## src/rtl/itm_pkg.sv

```systemverilog
// Operation
// - Config selects zero, one or two channels.
// - Send value on 0.5/1/3/10 percent change.
// - Fixed ten second delay before change send.
// - Periodic value send every N x 10 s.
// - Periodic and change sends run independently.
// - Threshold 300 to 1300 W/m2 per channel.
// - Hysteresis none, 150, 200 or 250 W/m2.
// - Rising modes: above on, below minus hyst off.
// - Falling modes: below on, above plus hyst off.
// - No-telegram condition also mutes periodic sends.
// - External 16-bit or 8-bit threshold object.
// - Switch-on delay; periodic reports zero meanwhile.
// - Switch-off delay; periodic reports one meanwhile.
// - Change send disabled: no telegram on change.
// - Change send enabled: telegram every accepted edge.
// - Periodic state send every N x 10 s.
// - Both disabled: state never sent.
package itm_pkg;
	localparam int unsigned CLK_HZ      = 125_000_000;
	localparam int unsigned TICK_NS     = 1_000_000_000;
	localparam int unsigned CLK_NS      = 8;
	localparam int unsigned TICK_CYCLES = TICK_NS / CLK_NS;
	localparam int unsigned SEND_DELAY_S = 10;
	localparam int unsigned CYCLE_UNIT_S = 10;
	localparam logic [6:0]  CYCLE_MAX    = 7'h78;
	localparam logic [15:0] RANGE_UPPER  = 16'h0000 + 16'd2000;
	localparam logic [15:0] THR_MIN      = 16'd300;
	localparam logic [15:0] THR_MAX      = 16'd1300;
	localparam logic [15:0] THR_STEP     = 16'd100;
	// AXI4-Lite register byte addresses.
	localparam logic [7:0] ADR_CTRL   = 8'h00;
	localparam logic [7:0] ADR_CH0    = 8'h04;
	localparam logic [7:0] ADR_CH1    = 8'h08;
	localparam logic [7:0] ADR_EXT0   = 8'h0C;
	localparam logic [7:0] ADR_EXT1   = 8'h10;
	localparam logic [7:0] ADR_STAT   = 8'h14;
	localparam logic [7:0] ADR_IRQ    = 8'h18;
	localparam logic [7:0] ADR_MASK   = 8'h1C;
	localparam logic [7:0] ADR_VALUE  = 8'h20;
	localparam logic [31:0] CTRL_RST  = 32'h0000_0000;
	localparam logic [31:0] CH_RST    = 32'h0000_0000;
	localparam logic [31:0] MASK_RST  = 32'h0000_0000;
	// Interrupt bit positions.
	localparam int IRQ_VAL = 0;
	localparam int IRQ_CH0 = 1;
	localparam int IRQ_CH1 = 2;

	typedef enum logic [1:0] {
		ITM_CH_NONE = 2'h0, ITM_CH_ONE = 2'h1, ITM_CH_TWO = 2'h2
	} itm_chsel_t;

	typedef enum logic [1:0] {
		ITM_EXT_NONE = 2'h0, ITM_EXT_16 = 2'h1, ITM_EXT_8 = 2'h2
	} itm_ext_t;

	// Telegram chosen for a crossing: a state, or none at all.
	typedef enum logic [1:0] {
		ITM_TG_ON = 2'h0, ITM_TG_OFF = 2'h1, ITM_TG_NONE = 2'h2
	} itm_tg_t;

	typedef struct packed {
		logic [6:0] cycleCnt;
		logic       sendChange;
		logic [3:0] offDelay;
		logic [3:0] onDelay;
		itm_ext_t   extSel;
		itm_tg_t    backTg;
		itm_tg_t    fwdTg;
		logic       falling;
		logic [1:0] hystSel;
		logic [3:0] levelSel;
	} itm_chcfg_t;

	typedef struct packed {
		logic       valid;
		logic       bitValue;
	} itm_tgram_t;

	// Delay selection index to seconds.
	function automatic logic [11:0] itm_delay_s(input logic [3:0] sel);
		case (sel)
			4'h0: itm_delay_s = 12'd0;
			4'h1: itm_delay_s = 12'd1;
			4'h2: itm_delay_s = 12'd3;
			4'h3: itm_delay_s = 12'd5;
			4'h4: itm_delay_s = 12'd10;
			4'h5: itm_delay_s = 12'd15;
			4'h6: itm_delay_s = 12'd30;
			4'h7: itm_delay_s = 12'd60;
			4'h8: itm_delay_s = 12'd180;
			4'h9: itm_delay_s = 12'd300;
			4'hA: itm_delay_s = 12'd600;
			4'hB: itm_delay_s = 12'd900;
			4'hC: itm_delay_s = 12'd1800;
			4'hD: itm_delay_s = 12'd3600;
			default: itm_delay_s = 12'd3600;
		endcase
	endfunction
endpackage
```

## src/rtl/itm_monitor.sv

```systemverilog
// Register access over AXI4-Lite and the register addresses are this design's own decisions.
module itm_monitor #(
	parameter int unsigned TICK_CYCLES_P = itm_pkg::TICK_CYCLES
) (
	// Clock and reset
	input  wire logic        clk,
	input  wire logic        rst,
	// AXI4-Lite slave
	input  wire logic [7:0]  s_axi_awaddr,
	input  wire logic        s_axi_awvalid,
	output logic             s_axi_awready,
	input  wire logic [31:0] s_axi_wdata,
	input  wire logic [3:0]  s_axi_wstrb,
	input  wire logic        s_axi_wvalid,
	output logic             s_axi_wready,
	output logic [1:0]       s_axi_bresp,
	output logic             s_axi_bvalid,
	input  wire logic        s_axi_bready,
	input  wire logic [7:0]  s_axi_araddr,
	input  wire logic        s_axi_arvalid,
	output logic             s_axi_arready,
	output logic [31:0]      s_axi_rdata,
	output logic [1:0]       s_axi_rresp,
	output logic             s_axi_rvalid,
	input  wire logic        s_axi_rready,
	// Measurement from the acquisition logic
	input  wire logic [15:0] irradiance,
	input  wire logic        sampleValid,
	// Telegram requests
	output logic             valueSend,
	output logic [15:0]      valueData,
	output logic [1:0]       stateSend,
	output logic [1:0]       stateData,
	// Interrupt
	output logic             irq
);
	import itm_pkg::*;

	logic [31:0] ctrl_q, mask_q, stat_q;
	logic [31:0] chReg_q [2];
	logic [15:0] ext_q [2];
	logic [15:0] value_q, lastSent_q;
	logic        awSeen_q, wSeen_q, bvalid_q, rvalid_q;
	logic [7:0]  awAddr_q;
	logic [31:0] wData_q, rdata_q;
	logic [3:0]  wStrb_q;
	logic        rOk_q, bOk_q;

	// Write channel: address and data may arrive in either order.
	assign s_axi_awready = !awSeen_q && !bvalid_q;
	assign s_axi_wready  = !wSeen_q && !bvalid_q;
	wire awTake = s_axi_awvalid && s_axi_awready;
	wire wTake  = s_axi_wvalid && s_axi_wready;
	wire [7:0]  wAddr  = awTake ? s_axi_awaddr : awAddr_q;
	wire [31:0] wDat   = wTake ? s_axi_wdata : wData_q;
	wire [3:0]  wStb   = wTake ? s_axi_wstrb : wStrb_q;
	wire        wDo    = (awSeen_q || awTake) && (wSeen_q || wTake);
	wire        wMapped = wAddr <= ADR_MASK && wAddr[1:0] == 2'b00
		&& wAddr != ADR_STAT;
	wire [31:0] bMask = {{8{wStb[3]}}, {8{wStb[2]}},
		{8{wStb[1]}}, {8{wStb[0]}}};
	wire [31:0] wMerge_ctrl = (ctrl_q & ~bMask) | (wDat & bMask);
	wire [31:0] wMerge_ch0  = (chReg_q[0] & ~bMask) | (wDat & bMask);
	wire [31:0] wMerge_ch1  = (chReg_q[1] & ~bMask) | (wDat & bMask);
	wire [31:0] wMerge_mask = (mask_q & ~bMask) | (wDat & bMask);
	wire [31:0] irqClr = (wDo && wAddr == ADR_IRQ) ? (wDat & bMask) : '0;

	assign s_axi_bvalid  = bvalid_q;
	assign s_axi_bresp   = bOk_q ? 2'b00 : 2'b10;
	assign s_axi_arready = !rvalid_q;
	assign s_axi_rvalid  = rvalid_q;
	assign s_axi_rdata   = rdata_q;
	assign s_axi_rresp   = rOk_q ? 2'b00 : 2'b10;

	// Prescaler for the one-second base.
	logic [$clog2(TICK_CYCLES_P)-1:0] pre_q;
	wire tick = pre_q == ($clog2(TICK_CYCLES_P))'(TICK_CYCLES_P - 1);

	// Measured value path.
	itm_chsel_t chSel;
	assign chSel = itm_chsel_t'(ctrl_q[1:0]);
	wire [1:0]  diffSel  = ctrl_q[3:2];
	wire [6:0]  valCycle = ctrl_q[10:4];
	logic [15:0] diffAmt;
	always_comb begin
		case (diffSel)
			2'h0: diffAmt = RANGE_UPPER / 16'd200;
			2'h1: diffAmt = RANGE_UPPER / 16'd100;
			2'h2: diffAmt = (RANGE_UPPER * 16'd3) / 16'd100;
			default: diffAmt = RANGE_UPPER / 16'd10;
		endcase
	end
	wire [15:0] delta = value_q > lastSent_q ? value_q - lastSent_q
		: lastSent_q - value_q;
	wire diffHit = delta >= diffAmt;
	logic [3:0] holdCnt_q;
	logic       holdRun_q;
	logic [10:0] valSec_q;
	wire [10:0] valPeriod = 11'(valCycle) * 11'(CYCLE_UNIT_S);
	wire valCycHit = valCycle != 7'h00 && tick
		&& valSec_q + 11'd1 >= valPeriod;
	wire valDelDone = holdRun_q && tick
		&& holdCnt_q == 4'(SEND_DELAY_S - 1);
	wire valFire = valCycHit || valDelDone;

	// Threshold channels.
	logic [1:0] evt;
	logic [1:0] chSendNow;
	logic [1:0] accState;
	genvar g;
	generate
		for (g = 0; g < 2; g++) begin : gCh
			itm_chcfg_t cfg;
			assign cfg = itm_chcfg_t'(chReg_q[g][$bits(itm_chcfg_t)-1:0]);
			wire en = (g == 0) ? chSel != ITM_CH_NONE
				: chSel == ITM_CH_TWO;
			logic [15:0] thr, hyst;
			always_comb begin
				case (cfg.extSel)
					ITM_EXT_16: thr = ext_q[g];
					ITM_EXT_8:  thr = {8'h00, ext_q[g][7:0]} * 16'd10;
					default: thr = THR_MIN
						+ 16'(cfg.levelSel > 4'hA ? 4'hA : cfg.levelSel)
						* THR_STEP;
				endcase
				case (cfg.hystSel)
					2'h1: hyst = 16'd150;
					2'h2: hyst = 16'd200;
					2'h3: hyst = 16'd250;
					default: hyst = 16'd0;
				endcase
			end
			// Crossing state: 1 after forward crossing, 0 after return.
			logic cross_q;
			wire fwd = cfg.falling ? value_q < thr : value_q > thr;
			// Widened sums: an external level near full scale must not wrap.
			wire back = cfg.falling
				? 17'(value_q) > 17'(thr) + 17'(hyst)
				: 17'(value_q) + 17'(hyst) < 17'(thr);
			wire crossD = fwd ? 1'b1 : (back ? 1'b0 : cross_q);
			itm_tg_t act;
			// Act on the fresh crossing so a new setting gives no false edge.
			assign act = crossD ? cfg.fwdTg : cfg.backTg;
			wire want = act == ITM_TG_ON;
			wire mute = act == ITM_TG_NONE;
			logic acc_q;
			logic [11:0] dly_q;
			logic [10:0] sec_q;
			wire [11:0] dlyLim = want ? itm_delay_s(cfg.onDelay)
				: itm_delay_s(cfg.offDelay);
			wire pend = en && !mute && want != acc_q;
			wire accept = pend && (dlyLim == 12'd0
				|| (tick && dly_q + 12'd1 >= dlyLim));
			wire [10:0] per = 11'(cfg.cycleCnt) * 11'(CYCLE_UNIT_S);
			wire cyc = en && !mute && cfg.cycleCnt != 7'h00 && tick
				&& sec_q + 11'd1 >= per;
			assign chSendNow[g] = (accept && cfg.sendChange)
				|| cyc;
			assign evt[g] = accept;
			assign accState[g] = accept ? want : acc_q;
			always_ff @(posedge clk) begin
				if (rst || !en) begin
					cross_q <= 1'b0;
					acc_q <= 1'b0;
					dly_q <= '0;
					sec_q <= '0;
				end else begin
					cross_q <= crossD;
					acc_q <= accState[g];
					if (!pend || accept) dly_q <= '0;
					else if (tick) dly_q <= dly_q + 12'd1;
					if (cyc || cfg.cycleCnt == 7'h00) sec_q <= '0;
					else if (tick) sec_q <= sec_q + 11'd1;
				end
			end
		end
	endgenerate

	wire [31:0] events = {29'h0, evt[1], evt[0], valFire};
	assign irq = |(stat_q & mask_q);

	logic [31:0] rMux;
	wire [7:0] ra = s_axi_araddr;
	wire rMapped = ra <= ADR_VALUE && ra[1:0] == 2'b00;
	always_comb begin
		case (ra)
			ADR_CTRL: rMux = ctrl_q;
			ADR_CH0:  rMux = chReg_q[0];
			ADR_CH1:  rMux = chReg_q[1];
			ADR_EXT0: rMux = {16'h0, ext_q[0]};
			ADR_EXT1: rMux = {16'h0, ext_q[1]};
			ADR_STAT: rMux = {30'h0, accState};
			ADR_IRQ:  rMux = stat_q;
			ADR_MASK: rMux = mask_q;
			ADR_VALUE: rMux = {16'h0, value_q};
			default:  rMux = 32'h0000_0000;
		endcase
	end

	always_ff @(posedge clk) begin
		if (rst) begin
			ctrl_q <= CTRL_RST;
			chReg_q[0] <= CH_RST;
			chReg_q[1] <= CH_RST;
			ext_q[0] <= '0;
			ext_q[1] <= '0;
			mask_q <= MASK_RST;
			stat_q <= '0;
			awSeen_q <= 1'b0;
			wSeen_q <= 1'b0;
			bvalid_q <= 1'b0;
			bOk_q <= 1'b1;
			awAddr_q <= '0;
			wData_q <= '0;
			wStrb_q <= '0;
			rvalid_q <= 1'b0;
			rdata_q <= '0;
			rOk_q <= 1'b1;
		end else begin
			if (wDo) begin
				awSeen_q <= 1'b0;
				wSeen_q <= 1'b0;
				bvalid_q <= 1'b1;
				bOk_q <= wMapped || wAddr == ADR_STAT;
				case (wAddr)
					ADR_CTRL: ctrl_q <= wMerge_ctrl;
					ADR_CH0:  chReg_q[0] <= wMerge_ch0;
					ADR_CH1:  chReg_q[1] <= wMerge_ch1;
					ADR_EXT0: ext_q[0] <= wDat[15:0];
					ADR_EXT1: ext_q[1] <= wDat[15:0];
					ADR_MASK: mask_q <= wMerge_mask;
					default: ;
				endcase
			end else begin
				if (awTake) awSeen_q <= 1'b1;
				if (wTake) wSeen_q <= 1'b1;
				if (awTake) awAddr_q <= s_axi_awaddr;
				if (wTake) wData_q <= s_axi_wdata;
				if (wTake) wStrb_q <= s_axi_wstrb;
			end
			if (bvalid_q && s_axi_bready) bvalid_q <= 1'b0;
			// Set wins over a simultaneous write-one clear.
			stat_q <= (stat_q & ~irqClr) | events;
			if (s_axi_arvalid && s_axi_arready) begin
				rvalid_q <= 1'b1;
				rdata_q <= rMux;
				rOk_q <= rMapped;
			end else if (rvalid_q && s_axi_rready) begin
				rvalid_q <= 1'b0;
			end
		end
	end

	always_ff @(posedge clk) begin
		if (rst) begin
			pre_q <= '0;
			value_q <= '0;
			lastSent_q <= '0;
			holdRun_q <= 1'b0;
			holdCnt_q <= '0;
			valSec_q <= '0;
			valueSend <= 1'b0;
			valueData <= '0;
			stateSend <= '0;
			stateData <= '0;
		end else begin
			pre_q <= tick ? '0 : pre_q + 1'b1;
			if (sampleValid) value_q <= irradiance;
			// The delay restarts nothing: a change seen while it runs rides it.
			if (diffHit && !holdRun_q) holdRun_q <= 1'b1;
			else if (valDelDone) holdRun_q <= 1'b0;
			if (!holdRun_q || valDelDone) holdCnt_q <= '0;
			else if (tick) holdCnt_q <= holdCnt_q + 4'd1;
			if (valDelDone) lastSent_q <= value_q;
			if (valCycHit || valCycle == 7'h00) valSec_q <= '0;
			else if (tick) valSec_q <= valSec_q + 11'd1;
			valueSend <= valFire;
			if (valFire) valueData <= value_q;
			stateSend <= chSendNow;
			stateData <= accState;
		end
	end
endmodule // itm_monitor

```

## config.mk

```make
export PLATFORM = sky130hd
export DESIGN_NAME = itm_monitor
export DESIGN_NICKNAME = d
export VERILOG_FILES = /design/src/rtl/itm_pkg.sv /design/src/rtl/itm_monitor.sv
export SDC_FILE = /design/constraint.sdc
export NUM_CORES = 1
export LEC_CHECK = 0
export ABC_AREA = 1
export BUFFER_PORTS_ARGS = -buffer_cell sky130_fd_sc_hd__buf_2
export CORE_ASPECT_RATIO = 2
export CORE_UTILIZATION = 43
export DETAILED_ROUTE_END_ITERATION = 7
export PLACE_DENSITY_LB_ADDON = 0.25
export SLEW_MARGIN = 20
export SYNTH_ARGS = -nofsm -noshare
export SYNTH_HDL_FRONTEND = slang
export SYNTH_SLANG_ARGS = --single-unit
```

## constraint.sdc

```tcl
create_clock -name clk -period 8.83 [get_ports clk]
set_input_delay 1.766 -clock clk [delete_from_list [all_inputs] [get_ports clk]]
set_output_delay 1.766 -clock clk [all_outputs]
set_load 0.01 [all_outputs]
```

Word level (Yosys, flattened, before mapping) --
Memories as Yosys holds them, arrays and structs flattened. Cells that the tools add are included.
Cells by class: add/subtract/negate cells 15, $mul 7, order comparisons 19, eq/ne operators 35, mux-type cells 55, bitwise operators 18, reduce and logical (&&, ||, !) cells 90
Operator list (count):
- $pmux 32 s9 | 1
- $and 32x32->32 | 7
- $mux 32 | 4
- $or 32x32->32 | 4
- $pmux 8 s3 | 3
- $add 16x16->17 | 4
- $eq 8x5->1 const B | 8
- $not 32->32 | 2
- $pmux 16 s2 | 2
- $gt 16x16->1 | 3
- $mux 16 | 3
- $gt 16x17->1 | 2
- $lt 17x16->1 | 2
- $add 11x1->11 const B | 3
- $ge 11x11->1 | 3
- $logic_and 1x1->1 | 33
- $eq 8x4->1 const B | 4
- $lt 16x16->1 | 2
- $mux 1 | 32
- $or 32x3->32 | 1
- $reduce_or 32->1 | 1
- $sub 16x16->16 | 2
- $mul 7x3->10 const B | 3
- $add 27x1->27 const B | 1
- 33 further kinds | 109
Word-level totals: register bits 324, RAM bits 96, memory bits (read-only) 768, output and inout bits 63, memories kept 6
Memories:
- (name not given) | depth 16, width 12, rd ports 1, clocked after memory_dff 0, write ports 0, line itm_pkg.sv:82 | case (sel)
- (name not given) | depth 16, width 12, rd ports 1, clocked after memory_dff 0, write ports 0, line itm_pkg.sv:82
- (name not given) | depth 16, width 12, rd ports 1, clocked after memory_dff 0, write ports 0, line itm_pkg.sv:82
- (name not given) | depth 16, width 12, rd ports 1, clocked after memory_dff 0, write ports 0, line itm_pkg.sv:82
- chReg_q | depth 2, width 32, rd ports 2, clocked after memory_dff 0, write ports 2, line itm_monitor.sv:40 | logic [31:0] chReg_q [2];
- ext_q | depth 2, width 16, rd ports 2, clocked after memory_dff 0, write ports 2, line itm_monitor.sv:41 | logic [15:0] ext_q [2];

Longest topological paths before layout --
Gate-level depths: netlist (run 1). An unclocked memory read counts as a cell.
depth after elaboration 20, gate-level depth with buffers 61, gate-level depth less buffers 60

Worst setup path before layout (run 1) --
No wires, ideal clock.
kind reg-to-reg, start point mem chReg_q[0][3], end point reg rdata_q[0], in the netlist s_axi_rdata[0], setup time 129 ps, data arrival time 6656 ps, data required time 8701 ps, path slack 2045 ps, cell stages (with the launch flop) 59, buffers on the path 1, period minus slack after synthesis 6785 ps, cell sequence edfxtp_1 -> nand2_1 -> o21ai_0 -> nor2_1 -> inv_1 -> ha_1 -> ha_1 -> fa_1 -> nand2_1 -> inv_1 -> nand2_2 -> inv_1 -> o21ai_0 -> nand2_1 -> inv_1 -> ha_1 -> nand2_1 -> nor2_1 -> (+23 left out) -> ha_1 -> inv_1 -> nand2_1 -> a21oi_1 -> o21bai_1 -> a21oi_1 -> o221ai_1 -> a21o_1 -> a21oi_1 -> o21ai_0 -> nand2_1 -> nand2_2 -> nand2_2 -> nand2_2 -> nand3_1 -> nand2_1 -> nand2_1 -> a21oi_2
RTL lines:
- start: declaration | line itm_monitor.sv:40
- end signal: assignment | line itm_monitor.sv:246 | rdata_q <= rMux;
- end: declaration | line itm_monitor.sv:45 | logic [31:0] wData_q, rdata_q;

==> metrics, run 1 <==
vias 28108; crit path launch type flop; relative slew slack 18.1%; CP Capture Type flop; WP data arrival approximately 8400 ps; final setup violation count 0; die width 186 µm; Nets 4462; internal power approximately 3.5 mW; P&R area growth vs syn 10.5%; Synth Area in Compound Gates about a fifth; post-synthesis simple-gate area fraction 20.8%; crit path max fanout 12; first-pass GRT wire length 166 mm; period utilisation layout about nine tenths; ys async rst share 0%; number of synthesized flops with an enable pin 96; crit-path max cell delay ~550 ps; # IOs ~140; clock skew ~34 ps; adder-cell share of the synthesized area 14.6%; Final TNS setup 0 ps; largest net degree at the start of global routing 67; RSZ-0062 raised after global routing false; largest family of logic cells by synthesized area simple AND/OR/NAND/NOR gates; Reg clk slew, reported paths 70 ps; final core occ 47.9%; outcome finished clean; Yosys cell types 74; sw frac a little over a third; Final GP Congestion about 1.0; initial core utilization 43.3%; DIE HEIGHT 371 µm; Leak Pwr around 15 nW; DR vias/cell between 5 and 6; Post-Synth XOR/XNOR Area 3.47%; post-synthesis mux area share 0.137%; mapped cell area 29300 µm²; Clock power frac 34.8%; final hold violations 0; Synth Flop Type dfxtp_1; Avg Cell Area, Syn around 7.4 µm²; most frequent cells in the layout nand2_1 (681), inv_1 (583), nor2_1 (359), a21oi_1 (326), dfxtp_1 (324); Critical Path RT approximately 9400 ps; most common cell after layout, fill and taps aside nand2_1; antenna viol nets, final 0; CTS buffer count 43; sequential area share after synthesis 32.0%; fin area 32300 µm²; Overall Global Routing Usage 32.1%; H-tree levels 2; fin. max-slew vios 0; Combinational Power Share between 20% and 30%; power per cell area 166 nW/µm²; CTS tree done; max-cap check violation count 0; # DRC 0; total congestion overflow 0; Sink Count 420; Synth Register Bits 420; Final Critical Period 7890 ps; First-pass DRT Iterations 5; Max VDD drop 141 µV; Slowest-stage cell, CP edfxtp_1; clk root buf clkbuf_16; Hold-fix buffers, CTS 0; Sequential Power Share slightly below 40%; layout cells sized above 1 a little under a tenth; f_max 127 MHz; Site Rows roughly 140; Post-Place Cell Area 30900 µm²; Port Buffer Count approximately 140; Syn. warnings 0; cell count after synthesis 3949; Most Frequent Cell on Critical Path nand2_1; worst skew pair latency 650 ps; per-cell routed wire length between 20 and 25 µm; initial antenna violation count 7; Sw Pwr 1.90 mW; WL final 111 mm; worst-case clock buffer depth 3; vias in the first global route between 20000 and 30000; Post-DP HPWL 86.2 mm; Slew @ Worst Pin 1220 ps; area of the die ~69000 µm²; Starting DRT DRC Count 1721; Core Area 67600 µm²; hold crit path type reg2reg; Setup CP Type reg2reg
## final timing paths
path / end / startpoint / depth (start not counted) / slack, ps
worst max-delay path: s_axi_rdata[1]$_SDFFE_PP0P_ / chReg_q[0][35]$_SDFFCE_PN0P_ / 53 / 940
worst min-delay path: stat_q[27]$_SDFF_PP0_ / stat_q[27]$_SDFF_PP0_ / 2 / 450
worst min register to register: stat_q[27]$_SDFF_PP0_ / stat_q[27]$_SDFF_PP0_ / 2 / 450
worst max register to register: s_axi_rdata[1]$_SDFFE_PP0P_ / chReg_q[0][35]$_SDFFCE_PN0P_ / 53 / 940
## metrics by stage
step                      setup slack (ps)  std cells  hold slack, ps  total power [mW]
final                                  937       4983             449              5.36
after global routing                  92.3       4977             470              5.60
after CTS                              689       4976             451              5.35
after floorplan                       2050       3950             418              3.01
after global placement                 874       4897             433              3.49
after detailed placement               705       4897             440              3.50
## kinds of logic after synthesis
group                      count (synthesis)
AOI/OAI and AO/OA                        938
xor gates and xnor gates                 116
adders and majority gates                333
buffers and inverters                    741
DFF                                      420
muxes                                      4
other                                      1
and+or+nand+nor                         1396
## worst max-delay path, delay by kind of cell, from the launching register on
| kind | cells | cell delay (ps) |
|---|---|---|
| buffers and inverters | 6 | 370 |
| flip-flops | 1 | 550 |
| adder cells (fa/ha/maj) | 6 | 2040 |
| AND/OR/NAND/NOR | 27 | 2990 |
| AO/OA/AOI/OAI | 13 | 1720 |
| XOR/XNOR | 1 | 130 |
## what timing repair did
item,4_1_cts,5_1_grt
endpoints found under the setup margin,0,14
setup buffers,0,1
gates resized for setup,0,1
hold endpoints to repair,0,0
## final cells by class
class | count | area [µm²]
multi-input combinational | 2789 | 17100
inverter | 602 | 2260
clock inverter | 19 | 194
timing repair buffer | 197 | 1140
sequential | 420 | 9370
tap | 890 | 1110
fill | 6924 | 35200
clock buffer | 60 | 1170
antenna | 6 | 15.0
## Yosys cell counts, types with 7 or more instances
library cell,count,area (µm²)
clkbuf_1,118,443
clkinv_1,8,30.0
dfxtp_1,324,6490
nor2_1,361,1360
inv_1,583,2190
a21o_1,13,97.6
xor2_1,102,893
o2111ai_1,15,131
nand3_2,7,70.1
o31ai_1,9,67.6
a211oi_1,108,811
o211ai_1,20,150
a21oi_1,326,1630
edfxtp_1,96,2880
nand2_1,686,2570
o22ai_1,86,538
inv_2,10,37.5
ha_1,320,4000
a221oi_1,22,193
o21ai_0,244,1220
nand4_1,42,263
a31oi_1,15,93.8
o21a_1,11,82.6
buf_2,8,40.0
fa_1,13,260
o21bai_1,11,82.6
nand2_4,12,135
nand2_2,41,257
nor3_1,57,285
nor4_1,16,100
o221ai_1,11,96.3
xnor2_1,14,123
nand3b_1,9,67.6
nand3_1,132,661
## power groups by stage
stage                     combinational, mW  sequential (mW)  clock [mW]
after floorplan                       0.888             2.12           0
after global placement                 1.34             2.15           0
after detailed placement               1.35             2.15           0
after CTS                              1.36             2.11        1.88
after global routing                   1.54             2.12        1.94
final                                  1.39             2.11        1.86
## per-layer routing
metal / part of all wire, % / vias to the layer above / GRT usage (%)
met2: 52 / 950 / 60.1
met4: 11 / 6 / 32.1
met3: 5.7 / 495 / 7.01
met5: 0.036 / - / 0
li1: - / 13533 / -
met1: 31 / 13124 / 27.5
(Power assumes the default switching activity.)
==> run 2, diff against run 1 <==
==> constraint.sdc (replaced) <==
create_clock -name clk -period 8.83 [get_ports clk]
set_input_delay 0.883 -clock clk [delete_from_list [all_inputs] [get_ports clk]]
set_output_delay 0.883 -clock clk [all_outputs]
set_load 0.01 [all_outputs]
==> run 2 against run 1 <==
  * Clock skew is 1.2 ps higher
  * Clock power up 3%
  * Sequential share of layout area decreased by 0.065 points
  * Non-clock buffer count rose by 1
  * Utilization increased by 0.11 points
  * Global-route usage increased by 0.22 points
  * Sequential power about the same
  * Fmax decreased by 0.94%
  * Final cell count barely moved
  * Wire length increased by 1.2%
  * Die area stayed put
==> metrics, run 2 (same netlist as run 1, synthesis figures left out) <==
final core occ 48.0%; clock skew between 30 and 40 ps; CTS buffer count 42; most frequent cells in the layout nand2_1 (681), inv_1 (583), nor2_1 (360), a21oi_1 (326), dfxtp_1 (324); most common cell after layout, fill and taps aside nand2_1; Slew @ Worst Pin 1120 ps; crit-path max cell delay a little over 500 ps; Leak Pwr 14.7 nW; vias 28024; Most Frequent Cell on Critical Path nand2_1; sw frac 35.8%; Site Rows about 140; total congestion overflow 0; max-cap check violation count 0; final setup violation count 0; Critical Path RT between 9000 and 10000 ps; Final GP Congestion ~1.0; Worst R2R Setup Slack about 860 ps; fin. max-slew vios 0; worst skew pair latency roughly 650 ps; Clock power frac 35.2%; Critical R2R Capture gCh[0].dly_q[4]$_SDFFE_PP0P_; layout cells sized above 1 around a tenth; Combinational Power Share 25.8%; relative slew slack ~25%; outcome finished clean; # IOs 139; clk root buf clkbuf_16; First-pass DRT Iterations 6; RSZ-0062 raised after global routing false; Core Area 67600 µm²; Setup CP Type reg2reg; area of the die just under 70000 µm²; Reg clk slew, reported paths 70 ps; f_max 125 MHz; CTS tree done; worst-case clock buffer depth 3; CP startpoint chReg_q[0][0]$_SDFFCE_PN0P_; first-pass GRT wire length 167 mm; Overall Global Routing Usage around a third; Sw Pwr roughly 1.9 mW; Sink Count 420; Hold-fix buffers, CTS 0; Nets ~4500; worst r2r path cells 52; initial antenna violation count 7; antenna viol nets, final 0; DR vias/cell around 5.6; initial core utilization about 43%; per-cell routed wire length around 23 µm; Starting DRT DRC Count around 1800; crit path launch type flop; Fill cells 6939; die width 186 µm; Post-DP HPWL 86.2 mm; CP Capture Type flop; final hold violations 0; WP data arrival 8510 ps; largest net degree at the start of global routing 67; Slowest-stage cell, CP fa_1; WL final 112 mm; Final Critical Period 7970 ps; end of the critical path gCh[0].dly_q[4]$_SDFFE_PP0P_; Final TNS setup 0 ps; power per cell area 167 nW/µm²; crit path max fanout 15; Port Buffer Count ~140; P&R area growth vs syn 10.7%; # DRC 0; vias in the first global route 28100; H-tree levels 2; Sequential Power Share 39.0%; Max VDD drop 140 µV; worst r2r src chReg_q[0][0]$_SDFFCE_PN0P_; DIE HEIGHT 371 µm; hold crit path type in2reg; internal power 3.48 mW; period utilisation layout 90.2%
run 2: cell types whose count changed in the layout (fill, tap and decap cells not counted), sizes merged:
cell    before  now
diode        6    2
buf        197  198
clkinv      18   21
bufinv       2    1
clkbuf      60   57
run 2: repair_timing:
item	CTS	global route
setup endpoints to repair	0	23
hold endpoints to repair	0	0
resized for setup	0	2
buffers inserted	0	1
run 2: final cells by class:
| cell class | count | area, µm² | area share (%) |
|---|---|---|---|
| sequential | 420 | 9370 | 28.9 |
| clock buffer | 57 | 1200 | 3.70 |
| antenna | 2 | 5.00 | 0.0154 |
| inverter | 602 | 2260 | 6.99 |
| timing repair buffer | 198 | 1150 | 3.54 |
| tap | 890 | 1110 | 3.44 |
| clock inverter | 21 | 235 | 0.726 |
| multi-input combinational | 2789 | 17100 | 52.7 |
run 2: how the worst min path moves through the flow:
stage | slack (ps) | startpoint | endpoint | cells past startpoint
after CTS | 410 | s_axi_bready | s_axi_bvalid$_SDFFE_PP0P_ | 2
after global routing | 450 | s_axi_bready | s_axi_bvalid$_SDFFE_PP0P_ | 2
after floorplan | 420 | pre_q[0]$_SDFF_PP0_ | pre_q[0]$_SDFF_PP0_ | 1
final | 410 | s_axi_bready | s_axi_bvalid$_SDFFE_PP0P_ | 2
after detailed placement | 440 | stat_q[27]$_SDFF_PP0_ | stat_q[27]$_SDFF_PP0_ | 2
after global placement | 430 | pre_q[0]$_SDFF_PP0_ | pre_q[0]$_SDFF_PP0_ | 1
run 2: through the flow:
step | instance area (µm²) | worst slack (ps) | hold slack, ps | instances | power (mW)
floorplan | 29300 | 2050 | 418 | 3950 | 3.01
global placement | 30900 | 874 | 433 | 4897 | 3.49
detailed placement | 30900 | 765 | 440 | 4897 | 3.50
CTS | 32400 | 750 | 408 | 4975 | 5.39
global route | 32400 | 79.6 | 450 | 4977 | 5.65
finish | 32400 | 862 | 414 | 4979 | 5.41
run 2: metal layers:
| layer | routed length [µm] | vias up | share of wire (%) | track usage [%] |
|---|---|---|---|---|
| li1 | - | 13509 | - | - |
| met5 | 99 | - | 0.088 | 0 |
| met4 | 12800 | 14 | 11 | 32.3 |
| met3 | 7020 | 508 | 6.3 | 7.77 |
| met1 | 35200 | 13002 | 31 | 27.7 |
| met2 | 57200 | 991 | 51 | 59.9 |
run 2: power by group through the flow:
| stage | Combinational [mW] | Sequential [mW] | Clock [mW] |
|---|---|---|---|
| 5_1_grt | 1.54 | 2.12 | 1.99 |
| 6_report | 1.40 | 2.11 | 1.91 |
| 3_5_place_dp | 1.35 | 2.15 | 0 |
| 2_1_floorplan | 0.888 | 2.12 | 0 |
| 4_1_cts | 1.36 | 2.11 | 1.93 |
| 3_3_place_gp | 1.34 | 2.15 | 0 |
run 2: worst max-delay path, delay by kind of cell (launching register included):
family          cells  cell delay (ps)
fa+ha+maj           6             1940
flops               1              460
simple gates       27             3060
compound gates     11             1570
buf+inv             7              630
xor+xnor            1              180
